[src/core/lbhp_map.svh]
// Constants of the local bus host port
//
// Operation
// Claim a cycle only when address and memory/IO decode hit our windows.
// Drive the claim low before the middle of the first T2 after strobe.
// The claim pin is open-collector: drive it low only, else release it.
// Memory/IO qualifier high means a memory cycle, low means an I/O cycle.
// Write/read qualifier high means a write, low means a read.
// Pipelined bus: watch ready as input, drive it low to end our cycles.
// Burst bus: the ready pin is burst ready, driven low to end our cycles.
// Burst bus: the processor's burst-last marks the final transfer.
// Burst bus: drive the low-half transceiver enable, data bits 15 to 0.
// Burst bus: drive the high-half transceiver enable, data bits 31 to 16.
// Other buses: three shared pins are active-low switches for software.
// While reset is high, outputs float and registers take reset values.
// When reset returns low, normal operation begins.
// The vertical retrace end register governs the three-state interrupt.
// In suspend, time refresh from the external slow clock when supplied.
`ifndef LBHP_MAP_SVH
`define LBHP_MAP_SVH
// ----------------------------------------
// Decode windows (address bits 23:2)
// ----------------------------------------
`define LBHP_MEM_BASE 22'h028000
`define LBHP_MEM_MASK 22'h3f8000
`define LBHP_IO_BASE 22'h0000f0
`define LBHP_IO_MASK 22'h3ffff0
// ----------------------------------------
// Timing and reset values
// ----------------------------------------
`define LBHP_WAIT_STATES 2'h1
`define LBHP_REFRESH_DIV 9'h1f3
`define LBHP_IRQ_ENABLE_BIT 5
`define LBHP_IRQ_CLEAR_N_BIT 4
`define LBHP_VRE_RESET 8'h00
`endif

[src/core/lbhp_pkg.sv]
// Types of the local bus host port
package lbhp_pkg;
  // Bus variant strap
  typedef enum logic [1:0] {
    LBHP_BUS_ISA = 2'h1,
    LBHP_BUS_PIPE = 2'h2
  } lbhp_bus_t;
  // Cycle qualifiers from the processor
  typedef struct packed {
    logic [21:0] addr;
    logic mem_io;
    logic wr_rd;
  } lbhp_cyc_t;
  // Cycle sequencer states
  typedef enum logic [3:0] {
    LBHP_IDLE = 4'h1,
    LBHP_T2 = 4'h2,
    LBHP_WAIT = 4'h4,
    LBHP_DONE = 4'h8
  } lbhp_st_t;
endpackage : lbhp_pkg

[src/core/lbhp_refresh_tick.sv]
// Suspend refresh tick generator
`timescale 1ns/1ps
`include "lbhp_map.svh"
module lbhp_refresh_tick (
  input wire logic clk_sys,
  input wire logic rst_b,
  input wire logic suspend,
  input wire logic suspend_refresh_clock,
  input wire logic use_ext_clock,
  output logic refresh_tick
);
  logic [8:0] div_r;
  logic ext_d1_r;
  logic ext_d2_r;
  logic ext_d3_r;
  wire div_hit = (div_r == `LBHP_REFRESH_DIV);
  wire ext_rise = ext_d2_r & ~ext_d3_r;
  // Slow external clock is sampled; it is far below the system rate
  always_ff @(posedge clk_sys or negedge rst_b) begin
    if (!rst_b) begin
      ext_d1_r <= 1'b0;
      ext_d2_r <= 1'b0;
      ext_d3_r <= 1'b0;
    end else begin
      ext_d1_r <= suspend_refresh_clock;
      ext_d2_r <= ext_d1_r;
      ext_d3_r <= ext_d2_r;
    end
  end
  // Internal fallback divider when no external clock is fitted
  always_ff @(posedge clk_sys or negedge rst_b) begin
    if (!rst_b) begin
      div_r <= 9'h000;
    end else begin
      div_r <= div_hit ? 9'h000 : div_r + 9'h001;
    end
  end
  // refresh timing source
  assign refresh_tick = suspend & (use_ext_clock ? ext_rise : div_hit);
endmodule : lbhp_refresh_tick

[src/core/lbhp_host_port.sv]
// Local bus host port: claim, ready, transceiver enables, switches, irq
`timescale 1ns/1ps
`include "lbhp_map.svh"
module lbhp_host_port (
  input wire logic clk_sys,
  input wire logic rst_b,
  input wire logic burst_bus,
  input wire logic ads_n,
  input wire logic [21:0] addr,
  input wire logic mem_io,
  input wire logic wr_rd,
  input wire logic ready_in_n,
  input wire logic blast_n,
  input wire logic pin_a_in,
  input wire logic pin_b_in,
  input wire logic pin_c_in,
  input wire logic [7:0] vre_wdata,
  input wire logic vre_we,
  input wire logic retrace_event,
  input wire logic suspend,
  input wire logic suspend_refresh_clock,
  input wire logic use_ext_clock,
  output logic cycle_claim_n_o,
  output logic cycle_claim_n_oe,
  output logic ready_o,
  output logic ready_oe,
  output logic pin_a_o,
  output logic pin_a_oe,
  output logic pin_c_o,
  output logic pin_c_oe,
  output logic [2:0] switch_state,
  output logic cycle_is_write,
  output logic cycle_is_mem,
  output logic irq_o,
  output logic irq_oe,
  output logic refresh_tick
);
  // ----------------------------------------
  // Decode
  // ----------------------------------------
  function automatic logic win_hit(input logic [21:0] a,
                                   input logic [21:0] base,
                                   input logic [21:0] mask);
    win_hit = ((a & mask) == base);
  endfunction : win_hit

  lbhp_pkg::lbhp_cyc_t cyc;
  lbhp_pkg::lbhp_st_t st_r;
  lbhp_pkg::lbhp_st_t st_nxt;
  logic [1:0] wait_r;
  logic claim_r;
  logic write_r;
  logic mem_r;
  logic busy_other_r;
  logic [2:0] sw_r;
  logic [7:0] vre_r;
  logic irq_r;

  assign cyc = '{addr: addr, mem_io: mem_io, wr_rd: wr_rd};
  // memory window when high, I/O window when low
  // claim only our own resources
  wire hit = cyc.mem_io ? win_hit(cyc.addr, `LBHP_MEM_BASE, `LBHP_MEM_MASK)
                        : win_hit(cyc.addr, `LBHP_IO_BASE, `LBHP_IO_MASK);
  wire start = ~ads_n & hit;
  wire wait_done = (wait_r == `LBHP_WAIT_STATES);
  wire last_xfer = ~burst_bus | ~blast_n;

  // ----------------------------------------
  // Cycle sequencer
  // ----------------------------------------
  always_comb begin
    st_nxt = st_r;
    case (st_r)
      lbhp_pkg::LBHP_IDLE: if (start) st_nxt = lbhp_pkg::LBHP_T2;
      lbhp_pkg::LBHP_T2: st_nxt = lbhp_pkg::LBHP_WAIT;
      lbhp_pkg::LBHP_WAIT: if (wait_done) st_nxt = lbhp_pkg::LBHP_DONE;
      // stay claimed until burst-last on the final transfer
      lbhp_pkg::LBHP_DONE: if (last_xfer) st_nxt = lbhp_pkg::LBHP_IDLE;
      default: st_nxt = lbhp_pkg::LBHP_IDLE;
    endcase
  end

  // all state back to reset values
  always_ff @(posedge clk_sys or negedge rst_b) begin
    if (!rst_b) begin
      st_r <= lbhp_pkg::LBHP_IDLE;
      wait_r <= 2'h0;
      claim_r <= 1'b0;
      write_r <= 1'b0;
      mem_r <= 1'b0;
    end else begin
      st_r <= st_nxt;
      wait_r <= (st_r == lbhp_pkg::LBHP_WAIT) ? wait_r + 2'h1 : 2'h0;
      // claim registered at the end of T1, so it leads T2
      claim_r <= (st_nxt != lbhp_pkg::LBHP_IDLE);
      if (start && st_r == lbhp_pkg::LBHP_IDLE) begin
        // write when high, read when low
        write_r <= cyc.wr_rd;
        mem_r <= cyc.mem_io;
      end
    end
  end

  // follow cycles that miss our windows, and that other slaves answer, through ready as an input
  always_ff @(posedge clk_sys or negedge rst_b) begin
    if (!rst_b) begin
      busy_other_r <= 1'b0;
    end else if (!ads_n && !hit) begin
      busy_other_r <= 1'b1;
    end else if (!ready_in_n) begin
      busy_other_r <= 1'b0;
    end
  end

  // ----------------------------------------
  // Pin drivers
  // ----------------------------------------
  wire ending = (st_r == lbhp_pkg::LBHP_DONE);
  // open collector, low or released
  assign cycle_claim_n_o = 1'b0;
  assign cycle_claim_n_oe = claim_r;
  // ready driven low only to end our own cycle
  // same pin as burst ready on the burst bus
  assign ready_o = 1'b0;
  assign ready_oe = ending & ~busy_other_r;
  // low-half enable while our cycle owns the data path
  assign pin_a_o = ~claim_r;
  // high-half enable alongside
  assign pin_c_o = ~claim_r;
  // enables float while reset holds, whatever the strap says
  assign pin_a_oe = burst_bus & rst_b;
  assign pin_c_oe = burst_bus & rst_b;
  assign cycle_is_write = write_r;
  assign cycle_is_mem = mem_r;

  // ----------------------------------------
  // Switches and interrupt control
  // ----------------------------------------
  // shared pins read as active-low switches off the burst bus
  always_ff @(posedge clk_sys or negedge rst_b) begin
    if (!rst_b) begin
      sw_r <= 3'h0;
    end else if (!burst_bus) begin
      sw_r <= ~{pin_c_in, pin_b_in, pin_a_in};
    end
  end
  assign switch_state = sw_r;

  // control register steers the interrupt; set wins over clear
  always_ff @(posedge clk_sys or negedge rst_b) begin
    if (!rst_b) begin
      vre_r <= `LBHP_VRE_RESET;
      irq_r <= 1'b0;
    end else begin
      if (vre_we) vre_r <= vre_wdata;
      if (retrace_event) begin
        irq_r <= 1'b1;
      end else if (vre_we && !vre_wdata[`LBHP_IRQ_CLEAR_N_BIT]) begin
        irq_r <= 1'b0;
      end
    end
  end
  // Enable bit low means interrupt on; floats otherwise and in reset
  // reset value of the register alone would leave it driven
  assign irq_oe = ~vre_r[`LBHP_IRQ_ENABLE_BIT] & rst_b;
  assign irq_o = irq_r;

  // suspend refresh timing
  lbhp_refresh_tick u_refresh (
    .clk_sys(clk_sys),
    .rst_b(rst_b),
    .suspend(suspend),
    .suspend_refresh_clock(suspend_refresh_clock),
    .use_ext_clock(use_ext_clock),
    .refresh_tick(refresh_tick)
  );

  // ----------------------------------------
  // Checks
  // ----------------------------------------
  a_claim_on_hit: assert property (
    @(posedge clk_sys) disable iff (!rst_b)
    (st_r == lbhp_pkg::LBHP_IDLE && start) |=> cycle_claim_n_oe)
    else $error("claim not driven in T2");
  a_claim_only_hit: assert property (
    @(posedge clk_sys) disable iff (!rst_b)
    (st_r == lbhp_pkg::LBHP_IDLE && !start) |=> !cycle_claim_n_oe)
    else $error("claim without decode hit");
  a_ready_timing: assert property (
    @(posedge clk_sys) disable iff (!rst_b)
    (st_r == lbhp_pkg::LBHP_T2) |=> ##2 ending)
    else $error("ready not reached after waits");
  a_burst_hold: assert property (
    @(posedge clk_sys) disable iff (!rst_b)
    (ending && burst_bus && blast_n) |=> ending)
    else $error("burst left before last");
  a_xcvr_low: assert property (
    @(posedge clk_sys) disable iff (!rst_b)
    (burst_bus && st_r != lbhp_pkg::LBHP_IDLE) |-> (pin_a_oe && !pin_a_o))
    else $error("low enable not driven in cycle");
  a_xcvr_high: assert property (
    @(posedge clk_sys) disable iff (!rst_b)
    (burst_bus && st_r != lbhp_pkg::LBHP_IDLE) |-> (pin_c_oe && !pin_c_o))
    else $error("high enable not driven in cycle");
  a_pins_float: assert property (
    @(posedge clk_sys) disable iff (!rst_b)
    !burst_bus |-> (!pin_c_oe && !pin_a_oe))
    else $error("enables driven off burst bus");
  a_switch_read: assert property (
    @(posedge clk_sys) disable iff (!rst_b)
    !burst_bus |=>
      (switch_state == ~$past({pin_c_in, pin_b_in, pin_a_in})))
    else $error("switch state stale");
  a_irq_sticky: assert property (
    @(posedge clk_sys) disable iff (!rst_b)
    retrace_event |=> irq_r)
    else $error("interrupt event lost");
endmodule : lbhp_host_port

[config.mk]
export PLATFORM = sky130hd
export DESIGN_NAME = lbhp_host_port
export DESIGN_NICKNAME = d
export VERILOG_FILES = /design/src/core/lbhp_pkg.sv /design/src/core/lbhp_refresh_tick.sv /design/src/core/lbhp_host_port.sv
export VERILOG_INCLUDE_DIRS = /design/src /design/src/core
export SDC_FILE = /design/constraint.sdc
export NUM_CORES = 1
export LEC_CHECK = 0
export BUFFER_PORTS_ARGS = -buffer_cell sky130_fd_sc_hd__buf_2
export CORE_ASPECT_RATIO = 0.9
export CORE_MARGIN = 3
export CORE_UTILIZATION = 50
export CTS_BUF_LIST = sky130_fd_sc_hd__clkbuf_8
export DETAILED_ROUTE_END_ITERATION = 16
export MAX_ROUTING_LAYER = met4
export PLACE_DENSITY = 0.86
export SETUP_SLACK_MARGIN = 0.1
export SLEW_MARGIN = 20
export SYNTH_ARGS = -nofsm -noshare
export SYNTH_HDL_FRONTEND = slang
export SYNTH_HIERARCHICAL = 1
export SYNTH_SLANG_ARGS = --single-unit
export TNS_END_PERCENT = 1
[constraint.sdc]
create_clock -name clk_sys -period 2.8 [get_ports clk_sys]
set_input_delay 0.56 -clock clk_sys [delete_from_list [all_inputs] [get_ports clk_sys]]
set_output_delay 0.56 -clock clk_sys [all_outputs]
set_load 0.01 [all_outputs]
==> metrics list, run 1 <==
* Pins Over Slew Limit: 0
- The worst setup path is launched from a register.
- Unique masters post-synth: 37
- For this run, asynchronously set or reset flops after synthesis account for 100%.
* Post-synthesis cell type with the largest combined area: sky130_fd_sc_hd__dfrtp_1
* Critical path capture point type: primary output
- Clock tree synthesis selected as its root buffer the cell sky130_fd_sc_hd__clkbuf_8.
* TritonCTS buffer count: 3
- Area of the mapped netlist: 1260 um^2
- Max Buffers Root-to-Sink: 2
- After layout, the worst path uses 85.2% of the clock period.
- Counting every instance in the synthesized netlist gives 117.
- Antenna diode count: 0
- Pre-CTS setup slack: 709 ps
- Final setup violation count: 0
- Area inside the core boundary: 2280 um^2
- Worst-case headroom to the max-slew limit: 67.2%
* Startpoint of the most critical setup path: u_refresh/div_r[0]$_DFF_PN0_
- Final design utilization: 68.0%
- The number of antenna violations at the first check in global routing came to 0.
* Port buffer count: 49
* Data required time of the critical path: between 2000 and 2500 ps
* Setup repair after global routing missed its margin: false
* Post-layout net count: 216
- The number of global-route vias before repair was ~1100.
* Synthesis-to-finish area growth: 23.4%
- Insertion delay of the later-clocked pin in the worst-skew pair: 270 ps
- The sequential cells in the finished layout cover a total of 677 um^2.
- Total power density per cell area: 438 nW/um^2
- After legalization and detailed placement, the total HPWL measured 2120 um.
* Share of the yosys chip area belonging to registers: 53.8%
- Data arrival time of the critical path: 1830 ps
- In this run switching power makes up 21.7% of total power.
- The tool flagged a number of max-cap violations equal to 0.
- TritonCTS clock tree: yes
- Post-CTS repair timing setup buffer count: 0
- Final Hold Viols: 0
- The flow ran to the end, and the final reports show no timing, DRC or antenna violations.
* Leakage power summed over all cells: between 0.7 and 0.8 nW
- Using the TritonRoute via totals, the vias-per-cell ratio works out to between 5 and 6.
* Fill cell instance count of the final layout: ~180
* Boundary Pins: 62
- The first global-routing pass estimated 4400 um of wire.
* Total number of vias: 1056
- Wire length per cell: 13.2 um
* Total grt overflow: 0
* Share of the synthesized area in the top cell type: 51.7%
- Die area: ~3200 um^2
* Sequential fraction of design power: 59.6%
* Top fanout value on the critical path: 4
* Clock network fraction of total power: a little under a third
* FF-to-FF setup slack: 1180 ps
* H-tree depth: 1
- Initial core utilization: 55.1%
- Site Rows: 16
- The share of total power dissipated in combinational logic is 9.8%.
* Max frequency: 0.419 GHz
* Worst reg2reg endpoint: cycle_is_mem$_DFFE_PN0P_
- The internal portion of the total power is around 0.00053 W.
- Total number of clock tree sinks: 27
* Tot Pwr: about 0.00068 W
- The min-delay analysis places its worst path in the category in2async.
- In the post-synthesis netlist, the biggest area contributors are sky130_fd_sc_hd__dfrtp_1 52%, sky130_fd_sc_hd__nand2_1 3.6%, sky130_fd_sc_hd__nor2_1 3.0%.
* Count of hold-fix buffers inserted at cts: 0
- Iter 0 DRT Violations: 32
* Total global-route track usage: roughly 19%
* DRT Pass-1 Iters: 4
- Count of yosys warnings during synthesis: 6
- Final routed DRC violation total: 0
- Worst VDD drop: 0.440 mV
- In this run the power spent charging and discharging nets is 0.000148 W.
- The number of cells on the worst reg-to-reg path is 4.
- Crit path time final: 2390 ps
- Averaged over all synthesized cells, the footprint is 10.7 um^2.
- The multi-input combinational cells in the finished layout cover a total of 524 um^2.
- Clock-pin slew was measured on the worst setup and hold paths at 80 ps.
- Die boundary height: 53.6 um
* Overall routed net length: 2560 um
* Crit path setup slack, layout: between 400 and 500 ps
- At the pin with the least slew margin, the transition time is 486 ps.
- Entering global routing, the biggest net connects 25 pins.
- For the final database, setup skew stands at 3.06 ps.
* Floorplan die width: about 60 um
* Number of nets with antenna violations after detailed routing: 0
- Commonest register cell after synthesis: sky130_fd_sc_hd__dfrtp_1
* Proportion of layout cells with a drive suffix above 1: 37.1%
- Reg2Reg Launch Point: st_r[1]$_DFF_PN0_
* Count of state elements after synthesis: 27
- The setup path with the least slack is of type reg2out.
- The synthesized design contains 0 enable-type register cells.
* Sum Neg Setup Slack: 0 ps
- Final Wtd Congestion: 0.868
- After clock tree synthesis, the repair step resized 0 gates.
[cell type report]
class,count,area share [%]
clock inverter,1,0.242
inverter,5,1.21
clock buffer,3,2.66
multi-input combinational,81,33.8
timing repair buffer,50,16.3
sequential,27,43.6
tap,27,2.18
[cell usage after synthesis, drive strengths merged (2+ instances only)]
cell,count
nor2,10
nand3,3
a21oi,3
ha,2
nor2b,2
and3,3
o21ai,5
nor4,6
nand4,2
nor3,6
a211o,2
nand2b,4
nand2,12
xnor2,2
mux2,3
buf,5
inv,5
xor2,2
dfrtp,26
and2,2
[critical path, cell delays in order, from the launching register on]
cell	delay [ps]
sky130_fd_sc_hd__dfrtp_1	380
sky130_fd_sc_hd__ha_1	240
sky130_fd_sc_hd__nand2_1	90
sky130_fd_sc_hd__or3_4	390
sky130_fd_sc_hd__o41ai_2	280
sky130_fd_sc_hd__buf_2	180
[metal layers]
metal | wire length (um) | part of all wire (%) | vias up | GRT usage [%]
li1 | - | - | 505 | -
met1 | 988 | 39 | 500 | 20.7
met2 | 1370 | 54 | 47 | 35.3
met3 | 179 | 7.0 | 4 | 5.28
met4 | 19 | 0.74 | 0 | 4.91
met5 | 0 | 0 | - | -
[how the worst max path moves through the flow]
stage,end,cells past startpoint
after floorplan,refresh_tick,4
after global placement,refresh_tick,5
after detailed placement,refresh_tick,5
after CTS,refresh_tick,5
after global routing,refresh_tick,5
final,refresh_tick,5
[power by group through the flow]
stage / clock network (W) / registers (W) / logic (W)
3_3_place_gp: 0 / 0.000413 / 0.0000646
6_report: 0.000208 / 0.000406 / 0.0000664
2_1_floorplan: 0 / 0.000416 / 0.0000210
3_5_place_dp: 0 / 0.000413 / 0.0000680
5_1_grt: 0.000230 / 0.000407 / 0.0000751
4_1_cts: 0.000215 / 0.000406 / 0.0000681
[state kept, by name, summed over array words and instances (netlist names)]
register and flops:
busy_other_r 1, cycle_claim_n_oe 1, cycle_is_mem 1, cycle_is_write 1, irq_o 1, st_r 4, switch_state 3, u_refresh/div_r 9
u_refresh/ext_d1_r 1, u_refresh/ext_d2_r 1, u_refresh/ext_d3_r 1, vre_r 1, wait_r 2
[metrics by stage]
step / hold WS [ps] / cell area, um^2 / std cells
after global placement: 336 / 1510 / 190
after global routing: 77.9 / 1550 / 194
final: 90.4 / 1550 / 194
after floorplan: 264 / 1260 / 118
after detailed placement: 336 / 1510 / 190
after CTS: 84.8 / 1550 / 194
[cell usage in the layout (no fill, tap or decap), types with 4 or more instances in the layout]
cell                        n
sky130_fd_sc_hd__nor4_1     5
sky130_fd_sc_hd__nor2_1    10
sky130_fd_sc_hd__nand2_1   12
sky130_fd_sc_hd__o21ai_0    5
sky130_fd_sc_hd__dfrtp_1   26
sky130_fd_sc_hd__buf_2     49
sky130_fd_sc_hd__nor3_1     6
sky130_fd_sc_hd__inv_1      6
sky130_fd_sc_hd__nand2b_1   4
[cell families (layout without fill, tap and decap cells)]
| family | count (synthesis) | count (layout) | synth area share, % |
|---|---|---|---|
| buf+inv | 10 | 59 | 4.78 |
| compound gates | 16 | 16 | 9.06 |
| other cells | 1 | 2 | 0.298 |
| flops | 27 | 27 | 53.8 |
| xor+xnor | 4 | 4 | 2.79 |
| mux | 4 | 4 | 4.08 |
| fa+ha+maj | 2 | 2 | 1.99 |
| simple gates | 53 | 53 | 23.2 |
(Power assumes the default switching activity.)
==> run 2: changes to the inputs <==
--- a/config.mk
+++ b/config.mk
@@ -9,11 +9,11 @@
 export BUFFER_PORTS_ARGS = -buffer_cell sky130_fd_sc_hd__buf_2
 export CORE_ASPECT_RATIO = 0.9
 export CORE_MARGIN = 3
-export CORE_UTILIZATION = 50
+export CORE_UTILIZATION = 42
 export CTS_BUF_LIST = sky130_fd_sc_hd__clkbuf_8
 export DETAILED_ROUTE_END_ITERATION = 16
 export MAX_ROUTING_LAYER = met4
-export PLACE_DENSITY = 0.86
+export PLACE_DENSITY = 0.77
 export SETUP_SLACK_MARGIN = 0.1
 export SLEW_MARGIN = 20
 export SYNTH_ARGS = -nofsm -noshare
==> constraint.sdc (replaced) <==
create_clock -name clk_sys -period 2.1 [get_ports clk_sys]
set_input_delay 0.42 -clock clk_sys [delete_from_list [all_inputs] [get_ports clk_sys]]
set_output_delay 0.42 -clock clk_sys [all_outputs]
set_load 0.01 [all_outputs]
==> metrics list, run 2 (synthesis results as in run 1) <==
* Final setup violation count: 1 (was 0)
- Wire length of the first global-routing pass: 4270 um (was 4400 um)
- The power per cell area is 557 nW/um^2 (was 438 nW/um^2).
* DRT Pass-1 Iters: 4 (unchanged)
* Via-to-Cell Ratio: 4.96 (was 5.44)
* Largest register by flop count: u_refresh/div_r (unchanged)
- Proportion of layout cells with a drive suffix above 1: 39.5% (was 37.1%)
- The detailed-route via count came to 1051 (was 1056).
* Critical Path Max Stage Delay: 420 ps (was 390 ps)
* Worst VDD drop: 0.341 mV (was 0.440 mV)
- The number of remaining DRC errors is 0 (unchanged).
- The maximum level of the CTS H-tree is 1 (unchanged).
- Crit path setup slack, layout: -48.4 ps (was 414 ps)
- The area of the core came to 2790 um^2 (was 2280 um^2).
* Clock network fraction of total power: 30.5% (was 30.6%)
* TritonCTS buffer count: 3 (unchanged)
* TritonCTS clock tree: yes (unchanged)
- The count of max-cap constraint violations was 0 (unchanged).
- The highest net fanout along the worst path came to 3 (was 4).
- Data required time of the critical path: 1680 ps (was 2240 ps)
* Failing checks: setup timing
- The max-slew violation count came to 0 (unchanged).
- The y dimension of the die was 57.9 um (was 53.6 um).
- The largest net degree at the start of global routing came to 20 (was 25).
- Number of nets with antenna violations after detailed routing: 0 (unchanged)
- The kind of critical path was reg2out (unchanged).
- The cell-internal power is 0.000711 W (was 0.000532 W).
* Synthesis-to-finish area growth: 30.0% (was 23.4%)
- The standard-cell row count came to 18 (was 16).
- The die width came to 63.7 um (was 58.9 um).
- The leakage power summed over all cells is 0.830 nW (was 0.789 nW).
* Net switching power of the design: 0.000199 W (was 0.000148 W)
- Most common cell after layout, fill and taps aside: sky130_fd_sc_hd__buf_2 (unchanged)
- The global placer's final weighted congestion came to 0.785 (was 0.868).
* Final Hold Viols: 0 (unchanged)
- Library cell used as clock root buffer: sky130_fd_sc_hd__clkbuf_8 (unchanged)
- Sequential fraction of design power: 59.4% (was 59.6%)
* Post-layout net count: 221 (was 216)
* Cell-by-cell listing of the critical path: ha_4 -> nand2_2 -> or3_4 -> o41ai_4 -> buf_2 (was ha_1 -> nand2_1 -> or3_4 -> o41ai_2 -> buf_2)
- The residual overflow from global routing is 0 (unchanged).
- Boundary Pins: 62 (unchanged)
- The initial DRC count is 36 (was 32).
- Highest-delay cell along the critical path: sky130_fd_sc_hd__dfrtp_1 (was sky130_fd_sc_hd__or3_4)
- The switching fraction of total power is 21.8% (was 21.7%).
* Sum Neg Setup Slack: -48.4 ps (was 0 ps)
- Max Buffers Root-to-Sink: 2 (unchanged)
* Detailed-placement wirelength estimate: 2000 um (was 2120 um)
* Final Skew: 3.01 ps (was 3.06 ps)
- Number of global-route vias before repair: 1071 (was 1074)
* Worst-path clk slew: 80 ps (about the same)
- The area enclosed by the die boundary came to 3690 um^2 (was 3150 um^2).
* Number of antenna violations at the first check in global routing: 0 (unchanged)
- Period Utilization, post-route: 102%
* Min-Delay Path Class: in2reg (was in2async)
- Total global-route track usage: 15.0% (was 19.3%)
- Crit path time final: ~2100 ps
- The total clock sinks was 27 (unchanged).
- Overall routed net length: 2550 um (was 2560 um)
- The kind of end point of the critical path is a primary output (unchanged).
- Kind of cell with the highest combined delay on the critical path: flip-flops (was simple AND/OR/NAND/NOR gates)
* Tot Pwr: 0.000910 W (was 0.000680 W)
- The worst endpoint data arrival time came to 1730 ps (was 1830 ps).
- The worst-case register-to-register setup slack was 490 ps (was 1180 ps).
* Buffer and inverter count on the worst path: 1 (unchanged)
- The combinational fraction of design power is 10.1% (was 9.8%).
- Initial core utilization: 45.0% (was 55.1%)
- Setup repair after global routing missed its margin: true (was false).
- The average wire per cell in the routed design came to 12.0 um (was 13.2 um).
* Antenna diode count: 0 (unchanged)
* Insertion delay of the later-clocked pin in the worst-skew pair: 270 ps (about the same)
* Largest register FFs: 9 (unchanged)
- Status: finished, violations left (was complete, no violations)
- For this run, the top clock speed supported by timing is 0.465 GHz.
- Leading cell types in the layout, fill and taps excluded: 49 x sky130_fd_sc_hd__buf_2, 26 x sky130_fd_sc_hd__dfrtp_1, 11 x sky130_fd_sc_hd__nand2_1 (was 49 x sky130_fd_sc_hd__buf_2, 26 x sky130_fd_sc_hd__dfrtp_1, 12 x sky130_fd_sc_hd__nand2_1).
- Worst Setup Start Kind: register (unchanged)
* Port buffer count: 49 (unchanged)
run 2: cell type report:
cell class	instances	area (um^2)
Inverter	5	18.8
Timing Repair Buffer	55	293
Clock inverter	1	3.75
Clock buffer	3	41.3
Fill cell	271	1160
Sequential cell	27	677
Multi-Input combinational cell	81	551
Tap cell	40	50.0
run 2: repair_timing:
item / CTS / global route
buffers inserted: 1 / 3
setup endpoints to repair: 1 / 1
gates resized for setup: 3 / 1
endpoints found under the hold margin: 8 / 0
hold buffers: 1 / 0
pin swaps: 1 / 2
run 2: worst paths after layout:
check                                              from                      endpoint  depth (start not counted)
min in group asynchronous                         rst_b           wait_r[1]$_DFF_PN0_                          2
hold reg to reg            u_refresh/ext_d1_r$_DFF_PN0_  u_refresh/ext_d2_r$_DFF_PN0_                          0
setup reg to reg                      st_r[1]$_DFF_PN0_    cycle_is_write$_DFFE_PN0P_                          4
max in group asynchronous                         rst_b             st_r[0]$_DFF_PN1_                          3
setup / recovery           u_refresh/div_r[0]$_DFF_PN0_                  refresh_tick                          5
hold / removal                    suspend_refresh_clock  u_refresh/ext_d1_r$_DFF_PN0_                          1
run 2: routing by layer:
layer,routed length (um),GRT usage (%),share of wire [%]
met1,1040,16.5,41
met2,1320,26.6,52
met3,158,3.68,6.2
met4,31,5.54,1.2
met5,0,-,0
run 2: through the flow:
stage               hold slack (ps)  area [um^2]  instances  util, %  setup slack, ps
floorplan                       124         1260        118        -              304
global placement                295         1520        203     54.5              221
finish                          255         1630        212     58.5            -48.4
detailed placement              288         1520        203     54.5              179
CTS                             251         1600        209     57.3            -26.6
global route                    244         1630        212     58.5             -135
run 2: power by group through the flow:
| stage | combinational [W] | clock (W) | sequential [W] |
|---|---|---|---|
| 3_5_place_dp | 0.0000899 | 0 | 0.000551 |
| 5_1_grt | 0.000102 | 0.000314 | 0.000543 |
| 2_1_floorplan | 0.0000280 | 0 | 0.000554 |
| 6_report | 0.0000915 | 0.000278 | 0.000541 |
| 4_1_cts | 0.0000918 | 0.000288 | 0.000541 |
| 3_3_place_gp | 0.0000865 | 0 | 0.000550 |
==> run 3: changes to the inputs <==
--- a/config.mk
+++ b/config.mk
@@ -15,6 +15,7 @@
 export MAX_ROUTING_LAYER = met4
 export PLACE_DENSITY = 0.77
 export SETUP_SLACK_MARGIN = 0.1
+export SKIP_CTS_REPAIR_TIMING = 1
 export SLEW_MARGIN = 20
 export SYNTH_ARGS = -nofsm -noshare
 export SYNTH_HDL_FRONTEND = slang
==> metrics list, run 3 (synthesis results as in run 1) <==
* Status: finished, violations left (unchanged)
* Failing checks: setup timing (unchanged)
* Number of cells on the worst hold path: 1 (unchanged)
- The share of post-route cells with drive strength above 1 was 40.1% (was 39.5%).
- The number of remaining DRC errors was 0 (unchanged).
* Total number of vias: 1061 (was 1051)
- The data required time of the critical path came to 1680 ps (about the same).
- Critical setup path kind: reg2out (unchanged)
- Worst reg2reg endpoint: cycle_is_write$_DFFE_PN0P_ (unchanged)
- The highest net fanout along the worst path came to 3 (unchanged).
* Library cell used as clock root buffer: sky130_fd_sc_hd__clkbuf_8 (unchanged)
- The worst endpoint data arrival time came to 1710 ps (was 1730 ps).
* Number of antenna violations at the first check in global routing: 0 (unchanged)
- The area enclosed by the die boundary came to 3690 um^2 (unchanged).
* Wire length of the first global-routing pass: 4210 um (was 4270 um)
* Max Cap Viol: 0 (unchanged)
- Reg2Reg Launch Point: st_r[1]$_DFF_PN0_ (unchanged)
- Final Skew: 3.05 ps (was 3.01 ps)
- Total power density per cell area: 555 nW/um^2 (was 557 nW/um^2)
* Largest register by flop count: u_refresh/div_r (unchanged)
- Total non-filler cell area in the finished layout: 1640 um^2 (was 1630 um^2)
- Period Utilization, post-route: 101% (was 102%)
- Synthesis-to-finish area growth: 30.5% (was 30.0%)
- The maximum resistive drop on vdd came to 0.342 mV (was 0.341 mV).
- Endpoint of the worst hold-timing path: u_refresh/ext_d1_r$_DFF_PN0_ (unchanged)
* Number of global-route vias before repair: 1053 (was 1071)
* TritonCTS clock tree: yes (unchanged)
- Number of nets with antenna violations after detailed routing: 0 (unchanged)
- Final setup violation count: 1 (unchanged)
- The most common library cell in the layout ignoring fill and taps is sky130_fd_sc_hd__buf_2 (unchanged).
- Total number of clock tree sinks: 27 (unchanged)
- Setup repair after global routing missed its margin: true (unchanged).
- The number of nets at the end of the flow is 221 (unchanged).
- The maximum number of buffers from clock root to sink is 2 (unchanged).
* Worst Setup Start Kind: register (unchanged)
- Crit path time final: 2130 ps (was 2150 ps)
- Area after DPL: 1520 um^2 (unchanged)
- Final Instance Count excl. Fillers: 212 (unchanged)
- Die boundary height: 57.9 um (unchanged)
* FF-to-FF setup slack: 490 ps (about the same)
* Worst hold slack: 254 ps (was 255 ps)
- The post-CTS clock slew at the launch and capture registers of the worst setup and hold paths is 80 ps (about the same).
* H-tree depth: 1 (unchanged)
- The count of cells along the worst register-to-register path came to 4 (unchanged).
* Placed Instances: 203 (unchanged)
- Boundary Pins: 62 (unchanged)
* Hold Startpoint: suspend_refresh_clock (unchanged)
- The number of buffers added by the clock tree synthesis step is 3 (unchanged).
* Leading cell types in the layout, fill and taps excluded: 49 x sky130_fd_sc_hd__buf_2, 26 x sky130_fd_sc_hd__dfrtp_1, 11 x sky130_fd_sc_hd__nand2_1 (unchanged)
- Detailed-placement wirelength estimate: 2000 um (unchanged)
- The initial core utilization came to 45.0% (unchanged).
- Leakage power summed over all cells: 0.831 nW (was 0.830 nW)
- Final Hold Viols: 0 (unchanged)
- Iter 0 DRT Violations: 26 (was 36)
* Max frequency: 0.470 GHz (was 0.465 GHz)
- Site Rows: 18 (unchanged)
* Wire length per cell: 12.1 um (was 12.0 um)
- Area inside the core boundary: 2790 um^2 (unchanged)
- The kind of end point of the critical path was a primary output (unchanged).
- The largest net degree at the start of global routing is 20 (unchanged).
- The max-slew violation count was 0 (unchanged).
- Insertion delay of the later-clocked pin in the worst-skew pair: 270 ps (about the same)
- Overall routed net length: 2570 um (was 2550 um)
* Port buffer count: 49 (unchanged)
- The global placer's final weighted congestion was 0.785 (unchanged).
* Largest register FFs: 9 (unchanged)
- Total grt overflow: 0 (unchanged)
* Crit path setup slack, layout: -27.4 ps (was -48.4 ps)
- The global routing usage summed across all routing layers came to 14.9% (was 15.0%).
* Antenna diode count: 0 (unchanged)
- The die width was 63.7 um (unchanged).
- The worst hold-check path type was in2reg (unchanged).
- The detail-routed via count per cell came to 5.00 (was 4.96).
* DRT Pass-1 Iters: 4 (unchanged)
==> run 3: cell count changes in the layout (fill, tap and decap cells not counted) <==
cell	previous run	this run
sky130_fd_sc_hd__nand2b_4	0	1
sky130_fd_sc_hd__nand2b_1	4	3
==> run 3: power by group <==
part | internal (W) | switching (W)
registers | 0.000534 | 0.00000690
clock network | 0.000131 | 0.000148
logic | 0.0000467 | 0.0000449
==> run 3: how the worst max path moves through the flow <==
stage / start / slack, ps / cells after the start / endpoint
global placement: u_refresh/div_r[0]$_DFF_PN0_ / 220 / 5 / refresh_tick
detailed placement: u_refresh/div_r[0]$_DFF_PN0_ / 180 / 5 / refresh_tick
CTS: u_refresh/div_r[0]$_DFF_PN0_ / -140 / 5 / refresh_tick
global route: u_refresh/div_r[0]$_DFF_PN0_ / -120 / 5 / refresh_tick
finish: u_refresh/div_r[3]$_DFF_PN0_ / -30 / 4 / refresh_tick
floorplan: u_refresh/div_r[0]$_DFF_PN0_ / 300 / 4 / refresh_tick
==> run 3: worst max-delay path, stage by stage, from the launching register on <==
cell and delay, ps:
sky130_fd_sc_hd__dfrtp_1 420, sky130_fd_sc_hd__nand2b_4 150, sky130_fd_sc_hd__or3_4 390, sky130_fd_sc_hd__o41ai_4 290, sky130_fd_sc_hd__buf_2 180
==> run 3: metrics by stage <==
stage	TNS [ps]	setup WS (ps)	util, %	total power (W)
2_1_floorplan	0	304	-	0.000582
3_3_place_gp	0	221	54.5	0.000637
3_5_place_dp	0	179	54.5	0.000641
4_1_cts	-140	-140	56.1	0.000918
5_1_grt	-119	-119	58.8	0.000959
6_report	-27.4	-27.4	58.8	0.000911
==> run 3: final cells by class <==
type	count	area (um^2)
Fill cell	272	1150
Sequential cell	27	677
Multi-Input combinational cell	81	558
Timing Repair Buffer	55	293
Tap cell	40	50.0
Clock buffer	3	41.3
Inverter	5	18.8
Clock inverter	1	3.75
==> run 3: per-layer routing <==
| metal | up-vias | track usage, % | routed length [um] |
|---|---|---|---|
| met5 | - | - | 0 |
| met4 | 0 | 5.54 | 31 |
| met3 | 5 | 3.49 | 170 |
| met2 | 37 | 26.0 | 1340 |
| met1 | 502 | 16.6 | 1030 |
| li1 | 517 | - | - |
